--- src/logic/sdram_cmd_pkg.sv ---
// shared constants for the sdram command layer
package sdram_cmd_pkg;
    localparam int ROW_W = 13;
    localparam int COL_W = 10;
    localparam int BANKS = 4;
    localparam int MODE_W = 13;
    // mode register field positions, then the auto precharge address bit
    localparam int MR_BL_LO = 0;
    localparam int MR_BL_HI = 2;
    localparam int MR_BT_BIT = 3;
    localparam int MR_CL_LO = 4;
    localparam int MR_CL_HI = 6;
    localparam int MR_TM_BIT = 7;
    localparam int MR_DLLRST_BIT = 8;
    localparam int MR_WR_LO = 9;
    localparam int MR_WR_HI = 11;
    localparam int EMR1_DLL_BIT = 0;
    localparam int AP_BIT = 10;
    // burst length encodings
    localparam logic [2:0] BL_4 = 3'h2;
    localparam logic [2:0] BL_8 = 3'h3;
    localparam logic [3:0] BEATS_4 = 4'h4;
    localparam logic [3:0] BEATS_8 = 4'h8;
    // register select on bank lines
    localparam logic [1:0] SEL_MR = 2'h0;
    localparam logic [1:0] SEL_EMR1 = 2'h1;
    localparam logic [1:0] SEL_EMR2 = 2'h2;
    localparam logic [1:0] SEL_EMR3 = 2'h3;
    localparam logic [MODE_W-1:0] ZERO_MODE = 13'h0000;
    localparam logic [ROW_W-1:0] ZERO_ROW = 13'h0000;
    localparam logic [COL_W-1:0] ZERO_COL = 10'h000;
    localparam logic [3:0] ZERO_BEAT = 4'h0;
    localparam logic [BANKS-1:0] ALL_BANKS = 4'hf;
    localparam logic [BANKS-1:0] NO_BANKS = 4'h0;
    localparam logic [2:0] ZERO_CL = 3'h0;
    localparam logic [3:0] ONE_BEAT = 4'h1;

    typedef enum logic [2:0] {
        CMD_DESEL, CMD_NOP, CMD_ACT, CMD_PRE, CMD_RD, CMD_WR, CMD_MODE, CMD_REF
    } cmd_e;

    typedef enum {PWR_ACTIVE, PWR_DOWN, PWR_SELF_REF} pwr_e;
endpackage

--- src/logic/sdram_cmd_core.sv ---
// command decode, bank state, mode registers and burst sequencing
// How it works
// - activate opens row from address lines in selected bank
// - precharge closes all banks with address ten high, else one bank
// - column command: write strobe picks read or write; line ten auto precharge
// - each access is a burst of four or eight beats in programmed order
// - activate only to idle bank, column only to active bank, mode and refresh when all idle
// - clock enable old and new levels select self refresh, power down, exit
// - byte masks high discard that byte lane of write data independently
// - mode write uses all strobes low, bank lines pick register, address holds data
// - mode register may be rewritten later while all banks are precharged
// - mode bits two to zero give burst length
// - mode bit three picks sequential or interleaved order for both lengths
// - mode bits six to four give read latency in clocks
// - bank lines select main, extended one, two or three register
// - extended one bit zero low enables the delay locked loop
`timescale 1ns/1ps

module sdram_cmd_core #(
    parameter int ROW_W = sdram_cmd_pkg::ROW_W,
    parameter int COL_W = sdram_cmd_pkg::COL_W
) (
    // system
    input wire logic clk,
    input wire logic arst_n,
    // memory clock and command pins
    input wire logic mem_clk,
    input wire logic cke,
    input wire logic cs_n,
    input wire logic ras_n,
    input wire logic cas_n,
    input wire logic we_n,
    input wire logic bank_select_0,
    input wire logic bank_select_1,
    input wire logic [12:0] addr,
    // write data, masks and termination
    input wire logic [15:0] wr_data,
    input wire logic lower_byte_mask,
    input wire logic upper_byte_mask,
    input wire logic die_termination_control,
    // array side beats
    output logic beat_valid,
    output logic beat_write,
    output logic [1:0] beat_bank,
    output logic [ROW_W-1:0] beat_row,
    output logic [COL_W-1:0] beat_col,
    output logic [15:0] beat_data,
    output logic [1:0] beat_lane_en,
    // status
    output logic [3:0] bank_open,
    output logic [12:0] operating_mode_register,
    output logic dll_enabled,
    output logic self_refresh,
    output logic power_down,
    output logic refresh_pulse,
    output logic auto_precharge_pend,
    output logic illegal_cmd
);
    typedef struct packed {
        logic [1:0] clk_sync;
        logic clk_prev;
        logic [21:0] pin_s1;
        logic [21:0] pin_s2;
        logic [15:0] data_s1;
        logic [15:0] data_s2;
        logic cke_prev;
        logic [3:0] open;
        logic [3:0][ROW_W-1:0] row;
        logic [12:0] mr;
        logic [12:0] emr1;
        logic [12:0] emr2;
        logic [12:0] emr3;
        logic [1:0] pwr;
        logic [3:0] beats_left;
        logic [3:0] beat_idx;
        logic bwrite;
        logic bauto;
        logic [1:0] bbank;
        logic [COL_W-1:0] bstart;
        logic [2:0] wr_wait;
        logic [2:0] lat_left;
        logic bv;
        logic bw;
        logic [1:0] bb;
        logic [ROW_W-1:0] br;
        logic [COL_W-1:0] bc;
        logic [15:0] bd;
        logic [1:0] ble;
        logic refp;
        logic ill;
    } state_s;

    state_s st_reg, st_next;

    // local names for the package command and power codes
    localparam sdram_cmd_pkg::cmd_e CMD_DESEL = sdram_cmd_pkg::CMD_DESEL;
    localparam sdram_cmd_pkg::cmd_e CMD_NOP = sdram_cmd_pkg::CMD_NOP;
    localparam sdram_cmd_pkg::cmd_e CMD_ACT = sdram_cmd_pkg::CMD_ACT;
    localparam sdram_cmd_pkg::cmd_e CMD_PRE = sdram_cmd_pkg::CMD_PRE;
    localparam sdram_cmd_pkg::cmd_e CMD_RD = sdram_cmd_pkg::CMD_RD;
    localparam sdram_cmd_pkg::cmd_e CMD_WR = sdram_cmd_pkg::CMD_WR;
    localparam sdram_cmd_pkg::cmd_e CMD_MODE = sdram_cmd_pkg::CMD_MODE;
    localparam sdram_cmd_pkg::cmd_e CMD_REF = sdram_cmd_pkg::CMD_REF;
    localparam sdram_cmd_pkg::pwr_e PWR_ACTIVE = sdram_cmd_pkg::PWR_ACTIVE;
    localparam sdram_cmd_pkg::pwr_e PWR_DOWN = sdram_cmd_pkg::PWR_DOWN;
    localparam sdram_cmd_pkg::pwr_e PWR_SELF_REF = sdram_cmd_pkg::PWR_SELF_REF;

    // sequence of burst address within the wrap group
    function automatic logic [COL_W-1:0] burst_col(input logic [COL_W-1:0] start,
                                                   input logic [3:0] idx,
                                                   input logic eight,
                                                   input logic ileave);
        logic [2:0] low;
        logic [2:0] s;
        s = start[2:0];
        if (ileave) begin
            low = s ^ idx[2:0];
        end else begin
            low = s + idx[2:0];
        end
        if (!eight) begin
            low[2] = s[2];
        end
        return {start[COL_W-1:3], low};
    endfunction

    sdram_cmd_pkg::cmd_e cmd;
    logic edge_seen;
    logic cke_now;
    logic [1:0] ba;
    logic [12:0] a_s;
    logic all_idle;
    logic [3:0] bl_beats;

    always_comb begin
        edge_seen = st_reg.clk_sync[1] & ~st_reg.clk_prev;
        cke_now = st_reg.pin_s2[21];
        ba = st_reg.pin_s2[16:15];
        a_s = st_reg.pin_s2[14:2];
        all_idle = (st_reg.open == sdram_cmd_pkg::NO_BANKS);
        bl_beats = (st_reg.mr[sdram_cmd_pkg::MR_BL_HI:sdram_cmd_pkg::MR_BL_LO]
                    == sdram_cmd_pkg::BL_8) ? sdram_cmd_pkg::BEATS_8 : sdram_cmd_pkg::BEATS_4;
        if (st_reg.pin_s2[20]) begin
            cmd = CMD_DESEL;
        end else begin
            case (st_reg.pin_s2[19:17])
                3'b111: cmd = CMD_NOP;
                3'b011: cmd = CMD_ACT;
                3'b010: cmd = CMD_PRE;
                3'b101: cmd = CMD_RD;
                3'b100: cmd = CMD_WR;
                3'b000: cmd = CMD_MODE;
                3'b001: cmd = CMD_REF;
                default: cmd = CMD_NOP;
            endcase
        end
    end

    always_comb begin
        st_next = st_reg;
        st_next.clk_sync = {st_reg.clk_sync[0], mem_clk};
        st_next.clk_prev = st_reg.clk_sync[1];
        st_next.pin_s1 = {cke, cs_n, ras_n, cas_n, we_n, bank_select_1, bank_select_0, addr,
                          upper_byte_mask, lower_byte_mask};
        st_next.pin_s2 = st_reg.pin_s1;
        st_next.data_s1 = wr_data;
        st_next.data_s2 = st_reg.data_s1;
        st_next.refp = 1'b0;
        st_next.bv = 1'b0;
        if (edge_seen) begin
            st_next.cke_prev = cke_now;
            st_next.ill = 1'b0;
            if (st_reg.pwr != 2'(PWR_ACTIVE)) begin
                if (!st_reg.cke_prev && cke_now && (cmd == CMD_DESEL || cmd == CMD_NOP)) begin
                    st_next.pwr = 2'(PWR_ACTIVE);
                end
            end else if (st_reg.cke_prev && !cke_now) begin
                if (cmd == CMD_REF && all_idle) begin
                    st_next.pwr = 2'(PWR_SELF_REF);
                end else if (cmd == CMD_DESEL || cmd == CMD_NOP) begin
                    st_next.pwr = 2'(PWR_DOWN);
                end
            end else if (st_reg.cke_prev && cke_now) begin
                case (cmd)
                    CMD_ACT: begin
                        if (!st_reg.open[ba]) begin
                            st_next.open[ba] = 1'b1;
                            st_next.row[ba] = a_s[ROW_W-1:0];
                        end else begin
                            st_next.ill = 1'b1;
                        end
                    end
                    CMD_PRE: begin
                        if (a_s[sdram_cmd_pkg::AP_BIT]) begin
                            st_next.open = sdram_cmd_pkg::NO_BANKS;
                        end else begin
                            st_next.open[ba] = 1'b0;
                        end
                    end
                    CMD_RD, CMD_WR: begin
                        if (st_reg.open[ba] && st_reg.beats_left == sdram_cmd_pkg::ZERO_BEAT) begin
                            st_next.bwrite = (cmd == CMD_WR);
                            st_next.bauto = a_s[sdram_cmd_pkg::AP_BIT];
                            st_next.bbank = ba;
                            st_next.bstart = a_s[COL_W-1:0];
                            st_next.beats_left = bl_beats;
                            st_next.beat_idx = sdram_cmd_pkg::ZERO_BEAT;
                            st_next.lat_left = (cmd == CMD_RD) ?
                                st_reg.mr[sdram_cmd_pkg::MR_CL_HI:sdram_cmd_pkg::MR_CL_LO] : 3'h1;
                        end else begin
                            st_next.ill = 1'b1;
                        end
                    end
                    CMD_MODE: begin
                        if (all_idle) begin
                            case (ba)
                                sdram_cmd_pkg::SEL_MR: st_next.mr = a_s;
                                sdram_cmd_pkg::SEL_EMR1: st_next.emr1 = a_s;
                                sdram_cmd_pkg::SEL_EMR2: st_next.emr2 = a_s;
                                default: st_next.emr3 = a_s;
                            endcase
                        end else begin
                            st_next.ill = 1'b1;
                        end
                    end
                    CMD_REF: begin
                        if (all_idle) begin
                            st_next.refp = 1'b1;
                        end else begin
                            st_next.ill = 1'b1;
                        end
                    end
                    default: begin
                    end
                endcase
            end
            // burst beat stepping, one beat per edge once read latency has run
            if (st_reg.beats_left != sdram_cmd_pkg::ZERO_BEAT && st_reg.lat_left > 3'h1) begin
                st_next.lat_left = st_reg.lat_left - 3'h1;
            end else if (st_reg.beats_left != sdram_cmd_pkg::ZERO_BEAT) begin
                st_next.bv = 1'b1;
                st_next.bw = st_reg.bwrite;
                st_next.bb = st_reg.bbank;
                st_next.br = st_reg.row[st_reg.bbank];
                st_next.bc = burst_col(st_reg.bstart, st_reg.beat_idx,
                                       st_reg.mr[sdram_cmd_pkg::MR_BL_HI:sdram_cmd_pkg::MR_BL_LO]
                                       == sdram_cmd_pkg::BL_8,
                                       st_reg.mr[sdram_cmd_pkg::MR_BT_BIT]);
                st_next.bd = st_reg.data_s2;
                st_next.ble = st_reg.bwrite ? ~st_reg.pin_s2[1:0] : 2'b11;
                st_next.beats_left = st_reg.beats_left - sdram_cmd_pkg::ONE_BEAT;
                st_next.beat_idx = st_reg.beat_idx + sdram_cmd_pkg::ONE_BEAT;
                if (st_reg.beats_left == sdram_cmd_pkg::ONE_BEAT && st_reg.bauto) begin
                    st_next.wr_wait = st_reg.bwrite ?
                        st_reg.mr[sdram_cmd_pkg::MR_WR_HI:sdram_cmd_pkg::MR_WR_LO] : 3'h1;
                end
            end else if (st_reg.wr_wait != 3'h0) begin
                st_next.wr_wait = st_reg.wr_wait - 3'h1;
                if (st_reg.wr_wait == 3'h1) begin
                    st_next.open[st_reg.bbank] = 1'b0;
                end
            end
        end
    end

    always_ff @(posedge clk or negedge arst_n) begin
        if (!arst_n) begin
            st_reg <= '0;
        end else begin
            st_reg <= st_next;
        end
    end

    always_comb begin
        beat_valid = st_reg.bv;
        beat_write = st_reg.bw;
        beat_bank = st_reg.bb;
        beat_row = st_reg.br;
        beat_col = st_reg.bc;
        beat_data = st_reg.bd;
        beat_lane_en = st_reg.ble;
        bank_open = st_reg.open;
        operating_mode_register = st_reg.mr;
        dll_enabled = ~st_reg.emr1[sdram_cmd_pkg::EMR1_DLL_BIT];
        self_refresh = (st_reg.pwr == 2'(PWR_SELF_REF));
        power_down = (st_reg.pwr == 2'(PWR_DOWN));
        refresh_pulse = st_reg.refp;
        auto_precharge_pend = (st_reg.wr_wait != 3'h0);
        illegal_cmd = st_reg.ill;
    end

    // ------------------------------------------------------------
    // checks
    // ------------------------------------------------------------
    property p_act_opens;
        @(posedge clk) disable iff (!arst_n)
        (edge_seen && cke_now && st_reg.cke_prev && cmd == CMD_ACT && !st_reg.open[ba])
            |=> st_reg.open[$past(ba)];
    endproperty
    a_act_opens: assert property (p_act_opens) else $error("activate did not open bank");

    property p_pre_all;
        @(posedge clk) disable iff (!arst_n)
        (edge_seen && cke_now && st_reg.cke_prev && cmd == CMD_PRE && a_s[10])
            |=> st_reg.open == 4'h0;
    endproperty
    a_pre_all: assert property (p_pre_all) else $error("precharge all left bank open");

    property p_burst_len;
        @(posedge clk) disable iff (!arst_n)
        $rose(st_reg.beats_left != 4'h0) |-> st_reg.beats_left == bl_beats;
    endproperty
    a_burst_len: assert property (p_burst_len) else $error("burst length wrong");

    property p_no_act_open;
        @(posedge clk) disable iff (!arst_n)
        (edge_seen && cke_now && st_reg.cke_prev && cmd == CMD_ACT && st_reg.open[ba])
            |=> illegal_cmd;
    endproperty
    a_no_act_open: assert property (p_no_act_open) else $error("activate to open bank taken");

    property p_self_ref;
        @(posedge clk) disable iff (!arst_n)
        (edge_seen && st_reg.pwr == 2'(PWR_ACTIVE) && st_reg.cke_prev && !cke_now
            && cmd == CMD_REF && all_idle) |=> self_refresh;
    endproperty
    a_self_ref: assert property (p_self_ref) else $error("self refresh not entered");

    property p_mask;
        @(posedge clk) disable iff (!arst_n)
        beat_valid && beat_write |-> beat_lane_en == ~$past(st_reg.pin_s2[1:0], 1);
    endproperty
    a_mask: assert property (p_mask) else $error("byte mask not applied");

    property p_mode_write;
        @(posedge clk) disable iff (!arst_n)
        (edge_seen && cke_now && st_reg.cke_prev && cmd == CMD_MODE && all_idle && ba == 2'h0)
            |=> operating_mode_register == $past(a_s);
    endproperty
    a_mode_write: assert property (p_mode_write) else $error("mode register not written");

    property p_ref_busy;
        @(posedge clk) disable iff (!arst_n)
        refresh_pulse |-> $past(all_idle);
    endproperty
    a_ref_busy: assert property (p_ref_busy) else $error("refresh with open bank");

    c_burst8: cover property (@(posedge clk) disable iff (!arst_n) st_reg.beats_left == 4'h8);
    c_self: cover property (@(posedge clk) disable iff (!arst_n) self_refresh);
    c_ap: cover property (@(posedge clk) disable iff (!arst_n) $fell(auto_precharge_pend));
endmodule // sdram_cmd_core

--- config.mk ---
export PLATFORM = sky130hd
export DESIGN_NAME = sdram_cmd_core
export DESIGN_NICKNAME = d
export VERILOG_FILES = /design/src/logic/sdram_cmd_pkg.sv /design/src/logic/sdram_cmd_core.sv
export SDC_FILE = /design/constraint.sdc
export NUM_CORES = 1
export LEC_CHECK = 0
export CORE_MARGIN = 2
export CORE_UTILIZATION = 40
export DETAILED_ROUTE_END_ITERATION = 16
export DONT_BUFFER_PORTS = 1
export HOLD_SLACK_MARGIN = 0.08
export PLACE_DENSITY = 0.51
export REMOVE_ABC_BUFFERS = 1
export SLEW_MARGIN = 40
export SYNTH_ARGS = -nofsm -noshare
export SYNTH_HDL_FRONTEND = slang
export SYNTH_SLANG_ARGS = --single-unit
export TNS_END_PERCENT = 50
--- constraint.sdc ---
create_clock -name clk -period 2.5 [get_ports clk]
set_input_delay 0.25 -clock clk [delete_from_list [all_inputs] [get_ports clk]]
set_output_delay 0.25 -clock clk [all_outputs]
set_load 0.02 [all_outputs]
=== Yosys cells after proc, flatten, opt, wreduce, memory -nomap -nowiden ===
Cells that the tools add are included.
W data, S select, Z words.

* Register bits after elaboration: 227
* Bits of input ports: 42
* Output and inout port bits: 68
* Word-level logic and storage cells: 195

* Add/sub/neg operators: 5
* $lt $le $gt $ge: 5
* Eq/ne operators: 32
* Mux-type cells: 70
* Bitwise operators: 13
* Reductions and logical operators: 38

{| class="wikitable"
|+ Operator list
! operator !! number
|-
| $mux W108 || 4
|-
| $mux W52 || 3
|-
| $mux W22 || 5
|-
| $mux W45 || 2
|-
| $mux W13 || 6
|-
| $mux W56 || 1
|-
| $bwmux W52 || 1
|-
| $mux W47 || 1
|-
| $mux W3 || 13
|-
| $bmux W13 S2 || 1
|-
| $demux W13 S2 || 1
|-
| $mux W4 || 6
|-
| $ne A2 B1 Y1 const B || 10
|-
| $eq A3 B3 Y1 const B || 6
|-
| $mux W2 || 9
|-
| $pmux W3 S6 || 1
|-
| $reduce_and A6 Y1 || 3
|-
| $mux W8 || 2
|-
| $eq A3 B2 Y1 const B || 5
|-
| $reduce_and A7 Y1 || 2
|-
| $reduce_bool A2 Y1 || 6
|-
| $logic_and A1 B1 Y1 || 10
|-
| $eq A3 B1 Y1 const B || 3
|-
| $mux W1 || 9
|-
| 33 further kinds || 53
|}

=== Depth between registers and ports, before layout ===
* Depth in word-level cells: 17
* Mapped depth: 10
* Depth with buffers taken out: 7

=== Worst setup path after synthesis ===
OpenSTA, ideal clock, no wires.

* Path kind: register to register
* Start point: register st_reg[71] in the netlist's numbering
* End point: register st_reg, in the netlist beat_col[0]
* Data arrival time: 2019 ps
* Required time: 2383 ps
* Slack: 363 ps
* Cell stages (with the launch flop): 11
* Buffers on the path: 3
* Cells stage by stage: dfrtp_1 > inv_1 > ha_1 > or3b_2 > clkbuf_1 > nand3_1 > inv_1 > buf_2 > buf_1 > nand2_1 > nand2_1

* Longest elaborated chain between the ends: 4

{| class="wikitable"
|+ Ends and longest elaborated chain
! element !! line !! text
|-
| from (decl) || sdram_cmd_core.sv:93 || <nowiki>state_s st_reg, st_next;</nowiki>
|-
| from (signal assigned) || sdram_cmd_core.sv:270 || <nowiki>st_reg <= st_next;</nowiki>
|-
| $reduce_bool A4 Y1 * || sdram_cmd_core.sv:238, sdram_cmd_core.sv:240 ||
|-
| $logic_and A1 B1 Y1 || sdram_cmd_core.sv:238 || <nowiki>if (st_reg.beats_left != sdram_cmd_pkg::ZERO_BEAT && st_reg.lat_left > 3'h1) begin</nowiki>
|-
| $not A1 Y1 (no source line) || n/a ||
|-
| $reduce_and A3 Y1 (no source line) * || n/a ||
|}

Every way passes the cells marked *; elsewhere a longest branch is shown, timed or not.
A chain may end at the register's enable or synchronous reset.

=== Worst setup path in the final report ===
* Start point: register st_reg, in the netlist bank_open[1]
* End point: register st_reg, in the netlist operating_mode_register[2]

* Longest elaborated chain between the ends: 3

{| class="wikitable"
|+ Ends and longest elaborated chain
! element !! line !! text
|-
| $logic_not A4 Y1 || sdram_cmd_core.sv:140 || <nowiki>all_idle = (st_reg.open == sdram_cmd_pkg::NO_BANKS);</nowiki>
|-
| $ne A2 B1 Y1 (no source line) || n/a ||
|-
| $reduce_and A7 Y1 (no source line) || n/a ||
|}

No other way between the ends.

==> impl_metrics.env <==
export IMPL_status="finished with violations"
export IMPL_violations="hold timing"
export IMPL_grt_pass1_vias=5944
export IMPL_worst_setup_path_start_kind="flip-flop"
export IMPL_end_kind="flip-flop"
export IMPL_finalHoldViolCount=226
export IMPL_die_w_um=156.8
export IMPL_largest_reg_flops=106
export IMPL_final_cells=1085
export IMPL_routed_top_layer="met4"
export IMPL_layout_area_seq_um2=5655
export IMPL_finalSetupViolCount=0
export IMPL_dp_cells=1001
export IMPL_rsz0062_at_grt="no"
export IMPL_pre_cts_slack_ns=0.3226
export IMPL_dieArea_um2=24590
export IMPL_pwr_share_seq_pct=48.9
export IMPL_cts_max_path_buffers=3
export IMPL_postSynthCellCount=753
export IMPL_critPathRequiredTime_ns=2.95
export IMPL_reg2reg_depth=5
export IMPL_dr_first_iter_drc_count=369
export IMPL_leakage_nw=4.934
export IMPL_path_class="reg2reg"
export IMPL_grt_pass1_wl_mm=31.53
export IMPL_synth_edf_count=0
export IMPL_cts_resized=0
export IMPL_reg2reg_from="bank_open[1]"
export IMPL_hold_path_class="in2async"
export IMPL_via_per_inst=4.971
export IMPL_htree_levels=1
export IMPL_synth_area_um2=9339
export IMPL_slew_headroom_pct=58.71
export IMPL_synthArstFlopShare_pct=100.0
export IMPL_crit_slowest_cell="nor4_1"
export IMPL_dr_pass1_iters=4
export IMPL_slowest_delay_ns=0.51
export IMPL_antennaDiodeCount=0
export IMPL_timing_rr_end="operating_mode_register[2]"
export IMPL_power_frac_comb_pct=11.1
export IMPL_p_sw_share_pct=27.80
export IMPL_nFillCells=2089
export IMPL_worst_slew_pin_transition_ns=0.6180
export IMPL_hold_ws_ns=-0.5736
export IMPL_r2r_slack_ns=0.28
export IMPL_synth_top_area_cell="dfrtp_1"
export IMPL_cap_violations=0
export IMPL_cts_sinks=226
export IMPL_wl_per_cell_um=18.03
export IMPL_ir_drop_v=0.0004834
export IMPL_post_route_cell_area_um2=10630
export IMPL_cellPowerDensity_nw_per_um2=850.9
export IMPL_hold_buffers=39
export IMPL_io_buffers=0
export IMPL_drive_gt1_share_pct=21.76
export IMPL_cts_tree="done"
export IMPL_met3WireLength_mm=1.089
export IMPL_route_layer_met1_wl_mm=8.333
export IMPL_synth_top_area_share_pct=60.56
export IMPL_grt_overflow_total=0
export IMPL_boundaryPins=110
export IMPL_ant_nets=0
export IMPL_nets=806
export IMPL_core_um2=22780
export IMPL_finalWorstPathRequiredPeriod_ns=2.224
export IMPL_clkPwrFrac_pct=40.0
export IMPL_ys_seq_elements=226
export IMPL_worstSetupEndpoint="operating_mode_register[2]"
export IMPL_ys_seq_area_share_pct=60.56
export IMPL_min_period_over_period_pct=88.97
export IMPL_syn_avg_cell_area_um2=12.40
export IMPL_met2_length_mm=9.568
export IMPL_num_rows=55
export IMPL_dpl_hpwl_mm=12.46
export IMPL_final_core_util_pct=46.67
export IMPL_multi_input_area_um2=3007
export IMPL_placed_cell_area_um2=9414
export IMPL_p_switching_mw=2.515
export IMPL_wirelength_mm=19.57
export IMPL_antenna_found_initial=0
export IMPL_post_cts_buffers=0
export IMPL_final_common_cell="dfrtp_1"
export IMPL_path_max_fanout=8
export IMPL_gp_congestion=0.7930
export IMPL_yosys_cell_types_count=56
export IMPL_internal_power_mw=6.530
export IMPL_yosysWarnings=0
export IMPL_crit_chain="nor4_1, nand4_1, nor4_4, buf_4, mux2i_1"
export IMPL_grt_max_degree=227
export IMPL_via_count=5393
export IMPL_cts_buffers=25
export IMPL_route_detailed_drc=0
export IMPL_startpoint="bank_open[1]"
export IMPL_synth_ff_type="dfrtp_1"
export IMPL_clk_pin_slew_ns=0.06
export IMPL_finalWorstSetupSlack_ns=0.2757
export IMPL_grt_total_usage_pct=16.37
export IMPL_die_h_um=156.8
export IMPL_syn_to_final_growth_pct=13.83
export IMPL_clk_latency_ns=0.53
export IMPL_mostFrequentLayoutCells="dfrtp_1 (226), nand2_1 (142), mux2_2 (60)"
export IMPL_arrival_ns=2.67
export IMPL_final_max_slew_violation_count=0
export IMPL_start_util_pct=41.00
export IMPL_ys_top_cells_by_area="dfrtp_1 (61%), mux2_2 (7.2%), nand2_1 (5.7%), buf_4 (5.1%), mux4_2 (3.4%)"
export IMPL_skew_ns=0.009032
export IMPL_cts_root_buf="clkbuf_16"
export IMPL_max_clock_freq_ghz=0.4496
==> metal layers <==
metal / vias to the layer above / track usage, %
met1: 2750 / 21.11
met2: 134 / 27.42
met4: 0 / 5.592
li1: 2465 / -
met5: - / 0
met3: 44 / 3.489
==> power by group through the flow <==
stage          clock (mW)  sequential [mW]  combinational [mW]
2_1_floorplan           0             4.42               0.647
3_3_place_gp            0             4.48               0.924
3_5_place_dp            0             4.50               0.960
4_1_cts              3.73             4.43                1.01
5_1_grt              3.89             4.47                1.14
6_report             3.62             4.42                1.00
==> logic make-up after synthesis <==
| group | Yosys count | synth area share [%] |
|---|---|---|
| simple gates | 237 | 12.35 |
| flops | 226 | 60.56 |
| buf+inv | 122 | 7.637 |
| mux | 101 | 14.04 |
| compound gates | 56 | 3.899 |
| fa+ha+maj | 10 | 1.420 |
| xor+xnor | 1 | 0.09380 |
==> worst max-delay path, delay by kind of cell (launching register included) <==
kind / cells / cell delay (ns)
flops: 1 / 0.49
mux: 1 / 0.20
buf+inv: 1 / 0.28
simple gates: 3 / 1.17
==> final cells by class <==
cell class              count  area share (%)
well taps                 313           3.684
inverters                  28          0.9887
clock inverters            14           1.389
clock buffers              31           6.379
repair buffers             68           6.073
flip-flops and latches    226           53.20
multi-input cells         405           28.28
==> stage by stage <==
stage	TNS [ns]	total power [mW]	hold WS, ns
2_1_floorplan	-49.47	5.068	-0.04559
3_3_place_gp	0	5.401	-0.03404
3_5_place_dp	0	5.458	-0.03319
4_1_cts	0	9.178	-0.6014
5_1_grt	0	9.500	-0.6038
6_report	0	9.045	-0.5736
==> worst min-delay path by stage <==
stage                       from            to  slack [ns]  depth (start not counted)
after CTS                 arst_n  st_next[230]       -0.60                          0
after detailed placement  arst_n  st_next[230]       -0.03                          0
final                     arst_n  st_next[230]       -0.57                          0
after global placement    arst_n  st_next[230]       -0.03                          0
after floorplan           arst_n        a_s[0]       -0.05                          0
after global routing      arst_n  st_next[230]       -0.60                          0
==> synth_stat cells (5+ instances only) <==
| cell type | n |
|---|---|
| nor2_1 | 18 |
| mux2_2 | 60 |
| buf_1 | 5 |
| clkbuf_1 | 18 |
| nand2b_1 | 5 |
| mux2_4 | 10 |
| buf_4 | 64 |
| dfrtp_1 | 226 |
| mux2i_1 | 17 |
| mux4_2 | 14 |
| a21oi_1 | 13 |
| ha_1 | 9 |
| buf_2 | 6 |
| inv_1 | 28 |
| nand3_1 | 6 |
| nor2b_1 | 27 |
| a31oi_1 | 5 |
| nand2_1 | 142 |
| o21ai_0 | 15 |
| nor3_1 | 9 |
Power figures use the tool's default switching activity.
